### src/hdl/dbg_port_pkg.sv
// Constants, states and carrier types for the shared debug and test port
// Summary of operation
// - Strap at reset picks serial debug or test
// - Test reset forces reset state and bypass
// - Five clocks with mode high reach reset
// - Controller holds or advances on rising clock
// - Test data shifts into selected register rising
// - Test data out changes on falling clock
// - Test data out released when not shifting
// - Test logic keeps state while clock stalls
// - Breakpoint input requests processor breakpoint
// - Commands in, responses out, one bit each
// - Status code registered on processor clock
// - Status codes zero through seven as listed
// - Codes eight up announce transfers and halts
// - Trace data shows addresses, data, breakpoint
package dbg_port_pkg;

  localparam int          IR_W           = 4;
  localparam logic [3:0]  IR_EXTEST      = 4'h0;
  localparam logic [3:0]  IR_SAMPLE      = 4'h1;
  localparam logic [3:0]  IR_BYPASS      = 4'hf;
  localparam logic [3:0]  IR_CAPTURE_VAL = 4'h1;
  localparam int          BSR_W          = 8;
  localparam int          CMD_W          = 17;
  localparam int          TLR_TMS_CLOCKS = 5;
  localparam int          SYNC_W         = 5;

  localparam logic [3:0]  PST_CONTINUE   = 4'h0;
  localparam logic [3:0]  PST_RSVD_A     = 4'h2;
  localparam logic [3:0]  PST_RSVD_B     = 4'h6;

  typedef enum logic [3:0] {
    TLR, RTI, SEL_DR, CAP_DR, SH_DR, EX1_DR, PAU_DR, EX2_DR, UPD_DR,
    SEL_IR, CAP_IR, SH_IR, EX1_IR, PAU_IR, EX2_IR, UPD_IR
  } tap_state_e;

  // Pins shared between the two personalities
  typedef struct packed {
    logic test_clock;
    logic mode_select;
    logic serial_in;
    logic serial_clock;
  } pins_s;

  typedef struct packed {
    logic [3:0] core_status_code;
    logic [3:0] debug_trace_data;
  } trace_s;

endpackage

### src/hdl/dbg_port.sv
// Shared debug port: test access controller and serial debug link
`timescale 1ns/1ps
module dbg_port
  import dbg_port_pkg::*;
#(
  parameter int BSR_LEN = BSR_W,
  parameter int CMD_LEN = CMD_W
) (
  input  wire logic               I_CLK,
  input  wire logic               I_RSTN,
  input  wire logic               I_MODE_STRAP,
  input  wire pins_s              I_PINS,
  output logic                    O_PIN_DATA_OUT,
  output logic                    O_PIN_DATA_OE_N,
  output logic                    O_JTAG_MODE,
  output logic                    O_BREAKPOINT_REQUEST,
  output logic [CMD_LEN-1:0]      O_DBG_CMD,
  output logic                    O_DBG_CMD_VALID,
  input  wire logic [CMD_LEN-1:0] I_DBG_RESP,
  input  wire trace_s             I_CORE_TRACE,
  output trace_s                  O_TRACE,
  input  wire logic [BSR_LEN-1:0] I_BSR_CAPTURE,
  output logic [BSR_LEN-1:0]      O_BSR_UPDATE,
  output logic                    O_EXTEST
);

  logic [SYNC_W-1:0] s_lvl;
  logic [SYNC_W-1:0] s_rise;
  logic [SYNC_W-1:0] s_fall;

  dbg_sync #(.W(SYNC_W)) u_sync (
    .i_clk   (I_CLK),
    .i_rstn  (I_RSTN),
    .i_async ({I_MODE_STRAP, I_PINS}),
    .o_level (s_lvl),
    .o_rise  (s_rise),
    .o_fall  (s_fall)
  );

  logic strap_s, tms_s, tdi_s, tck_rise, tck_fall, debug_serial_clock_rise;
  assign strap_s    = s_lvl[4];
  assign tms_s      = s_lvl[2];
  assign tdi_s      = s_lvl[1];
  assign tck_rise   = s_rise[3];
  assign tck_fall   = s_fall[3];
  assign debug_serial_clock_rise = s_rise[0];

  // System group: strap capture, serial debug link, trace outputs
  logic               jtag_mode_r, jtag_mode_nxt;
  logic               strap_done_r, strap_done_nxt;
  logic [1:0]         strap_cnt_r, strap_cnt_nxt;
  logic [CMD_LEN-1:0] cmd_sh_r, cmd_sh_nxt;
  logic [CMD_LEN-1:0] resp_sh_r, resp_sh_nxt;
  logic [4:0]         bit_cnt_r, bit_cnt_nxt;
  logic               cmd_valid_r, cmd_valid_nxt;
  logic [CMD_LEN-1:0] cmd_r, cmd_nxt;
  logic               breakpoint_request_r, breakpoint_request_nxt;
  trace_s             trace_r, trace_nxt;

  always_comb begin
    jtag_mode_nxt  = jtag_mode_r;
    strap_done_nxt = strap_done_r;
    strap_cnt_nxt  = strap_cnt_r;
    cmd_sh_nxt     = cmd_sh_r;
    resp_sh_nxt    = resp_sh_r;
    bit_cnt_nxt    = bit_cnt_r;
    cmd_valid_nxt  = 1'b0;
    cmd_nxt        = cmd_r;
    // Sync stages reset to one, so wait until both hold the real strap
    if (!strap_done_r) begin
      strap_cnt_nxt = strap_cnt_r + 2'd1;
      if (strap_cnt_r == 2'd2) begin
        jtag_mode_nxt  = strap_s;
        strap_done_nxt = 1'b1;
      end
    end
    breakpoint_request_nxt = !jtag_mode_r && strap_done_r && !tms_s;
    if (!jtag_mode_r && strap_done_r && debug_serial_clock_rise) begin
      cmd_sh_nxt  = {cmd_sh_r[CMD_LEN-2:0], tdi_s};
      resp_sh_nxt = {resp_sh_r[CMD_LEN-2:0], 1'b0};
      if (bit_cnt_r == 5'(CMD_LEN - 1)) begin
        bit_cnt_nxt   = '0;
        cmd_valid_nxt = 1'b1;
        cmd_nxt       = {cmd_sh_r[CMD_LEN-2:0], tdi_s};
        resp_sh_nxt   = I_DBG_RESP;
      end else begin
        bit_cnt_nxt = bit_cnt_r + 5'd1;
      end
    end
    // Reserved codes never reach the pins
    trace_nxt = I_CORE_TRACE;
    if (I_CORE_TRACE.core_status_code == PST_RSVD_A ||
        I_CORE_TRACE.core_status_code == PST_RSVD_B)
      trace_nxt.core_status_code = PST_CONTINUE;
  end

  always_ff @(posedge I_CLK or negedge I_RSTN) begin
    if (!I_RSTN) begin
      jtag_mode_r  <= 1'b0;
      strap_done_r <= 1'b0;
      strap_cnt_r  <= '0;
      cmd_sh_r     <= '0;
      resp_sh_r    <= '0;
      bit_cnt_r    <= '0;
      cmd_valid_r  <= 1'b0;
      cmd_r        <= '0;
      breakpoint_request_r       <= 1'b0;
      trace_r      <= '0;
    end else begin
      jtag_mode_r  <= jtag_mode_nxt;
      strap_done_r <= strap_done_nxt;
      strap_cnt_r  <= strap_cnt_nxt;
      cmd_sh_r     <= cmd_sh_nxt;
      resp_sh_r    <= resp_sh_nxt;
      bit_cnt_r    <= bit_cnt_nxt;
      cmd_valid_r  <= cmd_valid_nxt;
      cmd_r        <= cmd_nxt;
      breakpoint_request_r       <= breakpoint_request_nxt;
      trace_r      <= trace_nxt;
    end
  end

  // Test group: the pin reset is also the serial clock, so gate it by mode
  logic tap_rst_n;
  assign tap_rst_n = I_RSTN && !(jtag_mode_r && !I_PINS.serial_clock);

  tap_state_e         st_r, st_nxt;
  logic [IR_W-1:0]    ir_r, ir_nxt;
  logic [IR_W-1:0]    ir_sh_r, ir_sh_nxt;
  logic [BSR_LEN-1:0] bsr_r, bsr_nxt;
  logic [BSR_LEN-1:0] upd_r, upd_nxt;
  logic               byp_r, byp_nxt;
  logic               tdo_r, tdo_nxt;
  logic               oe_n_r, oe_n_nxt;
  logic               tap_step;
  logic               sel_bit;

  assign tap_step = jtag_mode_r && tck_rise;

  always_comb begin
    st_nxt    = st_r;
    ir_nxt    = ir_r;
    ir_sh_nxt = ir_sh_r;
    bsr_nxt   = bsr_r;
    upd_nxt   = upd_r;
    byp_nxt   = byp_r;
    tdo_nxt   = tdo_r;
    oe_n_nxt  = oe_n_r;
    sel_bit   = (ir_r == IR_BYPASS) ? byp_r : bsr_r[0];
    if (tap_step) begin
      case (st_r)
        TLR:     st_nxt = tms_s ? TLR    : RTI;
        RTI:     st_nxt = tms_s ? SEL_DR : RTI;
        SEL_DR:  st_nxt = tms_s ? SEL_IR : CAP_DR;
        CAP_DR:  st_nxt = tms_s ? EX1_DR : SH_DR;
        SH_DR:   st_nxt = tms_s ? EX1_DR : SH_DR;
        EX1_DR:  st_nxt = tms_s ? UPD_DR : PAU_DR;
        PAU_DR:  st_nxt = tms_s ? EX2_DR : PAU_DR;
        EX2_DR:  st_nxt = tms_s ? UPD_DR : SH_DR;
        UPD_DR:  st_nxt = tms_s ? SEL_DR : RTI;
        SEL_IR:  st_nxt = tms_s ? TLR    : CAP_IR;
        CAP_IR:  st_nxt = tms_s ? EX1_IR : SH_IR;
        SH_IR:   st_nxt = tms_s ? EX1_IR : SH_IR;
        EX1_IR:  st_nxt = tms_s ? UPD_IR : PAU_IR;
        PAU_IR:  st_nxt = tms_s ? EX2_IR : PAU_IR;
        EX2_IR:  st_nxt = tms_s ? UPD_IR : SH_IR;
        UPD_IR:  st_nxt = tms_s ? SEL_DR : RTI;
        default: st_nxt = TLR;
      endcase
      case (st_r)
        TLR:     ir_nxt = IR_BYPASS;
        CAP_IR:  ir_sh_nxt = IR_CAPTURE_VAL;
        SH_IR:   ir_sh_nxt = {tdi_s, ir_sh_r[IR_W-1:1]};
        UPD_IR:  ir_nxt = ir_sh_r;
        CAP_DR: begin
          byp_nxt = 1'b0;
          if (ir_r != IR_BYPASS)
            bsr_nxt = I_BSR_CAPTURE;
        end
        SH_DR: begin
          if (ir_r == IR_BYPASS)
            byp_nxt = tdi_s;
          else
            bsr_nxt = {tdi_s, bsr_r[BSR_LEN-1:1]};
        end
        UPD_DR: begin
          if (ir_r != IR_BYPASS)
            upd_nxt = bsr_r;
        end
        default: ;
      endcase
    end
    // Output moves only on the falling test clock
    if (jtag_mode_r && tck_fall) begin
      tdo_nxt  = (st_r == SH_IR) ? ir_sh_r[0] : sel_bit;
      oe_n_nxt = !(st_r == SH_IR || st_r == SH_DR);
    end
  end

  always_ff @(posedge I_CLK or negedge tap_rst_n) begin
    if (!tap_rst_n) begin
      st_r    <= TLR;
      ir_r    <= IR_BYPASS;
      ir_sh_r <= '0;
      bsr_r   <= '0;
      upd_r   <= '0;
      byp_r   <= 1'b0;
      tdo_r   <= 1'b0;
      oe_n_r  <= 1'b1;
    end else begin
      st_r    <= st_nxt;
      ir_r    <= ir_nxt;
      ir_sh_r <= ir_sh_nxt;
      bsr_r   <= bsr_nxt;
      upd_r   <= upd_nxt;
      byp_r   <= byp_nxt;
      tdo_r   <= tdo_nxt;
      oe_n_r  <= oe_n_nxt;
    end
  end

  // Serial debug drives the pin at all times
  assign O_PIN_DATA_OUT       = jtag_mode_r ? tdo_r : resp_sh_r[CMD_LEN-1];
  assign O_PIN_DATA_OE_N      = jtag_mode_r ? oe_n_r : 1'b0;
  assign O_JTAG_MODE          = jtag_mode_r;
  assign O_BREAKPOINT_REQUEST = breakpoint_request_r;
  assign O_DBG_CMD            = cmd_r;
  assign O_DBG_CMD_VALID      = cmd_valid_r;
  assign O_TRACE              = trace_r;
  assign O_BSR_UPDATE         = upd_r;
  assign O_EXTEST             = (ir_r == IR_EXTEST);

  // Helper: consecutive test clock rises with mode select high
  logic [2:0] tms_ones_r;
  always_ff @(posedge I_CLK or negedge tap_rst_n) begin
    if (!tap_rst_n)
      tms_ones_r <= '0;
    else if (tap_step)
      tms_ones_r <= !tms_s ? 3'd0 : (tms_ones_r == 3'd7 ? 3'd7 : tms_ones_r + 3'd1);
  end
endmodule

### src/hdl/dbg_sync.sv
// Two-flop synchroniser with edge detection for a group of pins
`timescale 1ns/1ps
module dbg_sync #(
  parameter int W = 1
) (
  input  wire logic         i_clk,
  input  wire logic         i_rstn,
  input  wire logic [W-1:0] i_async,
  output logic      [W-1:0] o_level,
  output logic      [W-1:0] o_rise,
  output logic      [W-1:0] o_fall
);

  logic [W-1:0] meta_r;
  logic [W-1:0] sync_r;
  logic [W-1:0] prev_r;

  // Reset to one matches the pull-ups on the pins
  always_ff @(posedge i_clk or negedge i_rstn) begin
    if (!i_rstn) begin
      meta_r <= '1;
      sync_r <= '1;
      prev_r <= '1;
    end else begin
      meta_r <= i_async;
      sync_r <= meta_r;
      prev_r <= sync_r;
    end
  end

  assign o_level = sync_r;
  assign o_rise  = sync_r & ~prev_r;
  assign o_fall  = ~sync_r & prev_r;

endmodule
### config.mk
export PLATFORM = sky130hd
export DESIGN_NAME = dbg_port
export DESIGN_NICKNAME = d
export VERILOG_FILES = /design/src/hdl/dbg_port_pkg.sv /design/src/hdl/dbg_port.sv /design/src/hdl/dbg_sync.sv
export SDC_FILE = /design/constraint.sdc
export NUM_CORES = 1
export LEC_CHECK = 0
export BUFFER_PORTS_ARGS = -buffer_cell sky130_fd_sc_hd__buf_4
export CAP_MARGIN = 20
export CORE_UTILIZATION = 40
export DETAILED_ROUTE_END_ITERATION = 8
export PLACE_DENSITY = 0.61
export SLEW_MARGIN = 20
export SYNTH_ARGS = -nofsm -noshare
export SYNTH_HDL_FRONTEND = slang
export SYNTH_SLANG_ARGS = --single-unit
### constraint.sdc
create_clock -name I_CLK -period 3.9 [get_ports I_CLK]
set_input_delay 0.39 -clock I_CLK [delete_from_list [all_inputs] [get_ports I_CLK]]
set_output_delay 0.39 -clock I_CLK [all_outputs]
set_load 0.01 [all_outputs]
==> metrics.yaml <==
dr.pass1.iters: 4
ioPinCount: 79
cts.sinks: 112
htreeDepth: 3
wl_met1_um: 3890
ys.flop_type: "dfrtp_1"
track_usage: 0.159
fillers: 997
crit_arrival_ns: 2.49
vias: 3038
critPathKind: "reg -> reg"
timing.final.ws_setup_ns: 1.60
max_cap_violations: 0
antenna_found_initial: 0
cp-start-kind: "flip-flop"
rsz0062_at_grt: "no"
power_leakage_nw: 2.50
synth_nets: 418
crit_required_ns: 4.08
clockBufferDepth: 2
place_inst: 575
hold_violations: 0
detailedPlace.worstSlack_ns: 1.62
grt_pass1_wl_um: 14500
netlist.area_leader.share: 0.513
power.density_mw_per_mm2: 548
start_util: 0.419
path_clk_slew_ns: 0.08
ys_seq_area_frac: 0.609
grt_pass1_vias: 2991
final_common_cell: "dfrtp_1"
synth_area_leaders: "dfrtp_1, mux2_2, dfstp_2, mux2i_1, a21oi_1"
fin_total_pwr_mw: 3.09
dr.first_iter.drc_count: 116
stdcell_count: 591
nets: 489
area_growth_pct: 21.6
dieWidth_um: 110
top_layer: "met4"
cts_setup_buffers: 0
ant_nets: 0
cts_tree: "built"
status: "finished, final reports clean"
drive_above_1_share: 0.375
syn-cell-area_mm2: 0.00464
worstPathMaxFanout: 25
fin_tns_setup_ns: 0
setup.worst_path.end_class: "flip-flop"
grt-ovfl-total: 0
cts_resized: 0
hold_slack_ns: 0.0608
drc: 0
gp_congestion: 0.726
wl_met2_um: 4010
io_buffers: 78
yosys.area.top_type: "dfrtp_1"
fin_skew_ns: 0.00805
wl_met3_um: 603
yosysUniqueCellTypes: 46
wl_per_cell_um: 14.7
clk_latency_ns: 0.35
placed_area_mm2: 0.00535
syn_avg_cell_area_um2: 12.4
hold_path.class: "in -> async"
ys_async_sr_fraction: 1.00
synth_warnings: 0
ctsHoldBuffers: 0
slew_headroom: 0.419
wl_um: 8670
yosys_register_bits: 112
fin_crit_sh: 0.590
synth-edff-count: 0
cts_root_buf: "clkbuf_16"
dp_hpwl_um: 5770
viasPerCell: 5.14
final_area_mm2: 0.00564
diodes: 0
core_area_mm2: 0.0111
final_util: 0.509
fmax_mhz: 434
grt_max_degree: 52
worstMarginPinSlew_ns: 0.872
final_cell_mix: "dfrtp_1, buf_4, mux2_2"
syn_inst: 375
dieArea_mm2: 0.0120
min_period_ns: 2.30
max-vdd-ir-drop_v: 0.000400
slew_violations: 0
die_h_um: 110
rows: 38
cts_inserted_buffers: 9
setup_viol: 0
where the power goes:
| group | switching (mW) | internal [mW] | leakage (nW) |
|---|---|---|---|
| Sequential | 0.221 | 1.38 | 1.33 |
| Clock | 0.439 | 0.446 | 0.132 |
| Combinational | 0.273 | 0.335 | 1.03 |
| Total | 0.933 | 2.16 | 2.50 |
synth_stat cells (3+ instances only):
| master | instances |
|---|---|
| nor3_1 | 3 |
| mux2i_1 | 24 |
| o21ai_0 | 13 |
| dfstp_2 | 17 |
| mux2_2 | 44 |
| xnor2_1 | 3 |
| inv_1 | 9 |
| ha_1 | 3 |
| buf_2 | 5 |
| o22a_1 | 5 |
| nand3b_1 | 4 |
| nor2_1 | 34 |
| nand2_1 | 18 |
| nor2b_1 | 6 |
| nand4_1 | 3 |
| o22ai_1 | 3 |
| nand3_1 | 6 |
| clkbuf_1 | 14 |
| a21oi_1 | 30 |
| dfrtp_1 | 95 |
area by class of cell:
| class | count | area (um2) | share of cell area |
|---|---|---|---|
| clock inverter | 7 | 65.1 | 0.0115 |
| timing repair buffer | 82 | 616 | 0.109 |
| tap | 140 | 175 | 0.0310 |
| multi-input combinational | 232 | 1700 | 0.302 |
| clock buffer | 9 | 225 | 0.0399 |
| inverter | 9 | 33.8 | 0.00599 |
| sequential | 112 | 2820 | 0.501 |
metal layers:
metal | GRT usage | up-vias
met4 | 0.0667 | 0
met3 | 0.0557 | 12
li1 | - | 1457
met5 | 0 | -
met2 | 0.237 | 76
met1 | 0.211 | 1493
critical path, stage by stage (launching register included):
cell       delay [ns]
dfrtp_1          0.63
or3b_4           0.50
a2111oi_4        0.84
a21oi_1          0.16
cells by family after synthesis:
| logic type | Yosys count | synth area share |
|---|---|---|
| mux | 68 | 0.159 |
| compound gates | 68 | 0.0931 |
| flops | 112 | 0.609 |
| buf+inv | 31 | 0.0281 |
| xor+xnor | 3 | 0.00567 |
| simple gates | 90 | 0.0977 |
| fa+ha+maj | 3 | 0.00809 |
sequential cells by signal (all words and copies together), names as in the netlist, 2 cells and up:
register,cells
u_sync.meta_r,5
u_sync.o_level,5
st_r,4
bsr_r,8
O_BSR_UPDATE,8
ir_r,4
resp_sh_r,17
u_sync.prev_r,2
O_TRACE,8
bit_cnt_r,5
strap_cnt_r,2
ir_sh_r,4
cmd_sh_r,16
O_DBG_CMD,17
final timing paths:
check / start / endpoint / slack [ns] / cells past startpoint
min in group I_CLK: I_CORE_TRACE[0] / O_TRACE[0]$_DFF_PN0_ / 0.14 / 1
max in group asynchronous: I_RSTN / ir_r[2]$_DFFE_PN1P_ / 2.82 / 3
worst min-delay path: I_RSTN / O_DBG_CMD[16]$_DFFE_PN0P_ / 0.06 / 1
worst max-delay path: st_r[0]$_DFFE_PN0P_ / bsr_r[5]$_DFFE_PN0P_ / 1.60 / 3
worst min register to register: u_sync.meta_r[2]$_DFF_PN1_ / u_sync.o_level[2]$_DFF_PN1_ / 0.36 / 0
worst max register to register: st_r[0]$_DFFE_PN0P_ / bsr_r[5]$_DFFE_PN0P_ / 1.60 / 3
No activity file was read; power rests on OpenSTA's default activity.
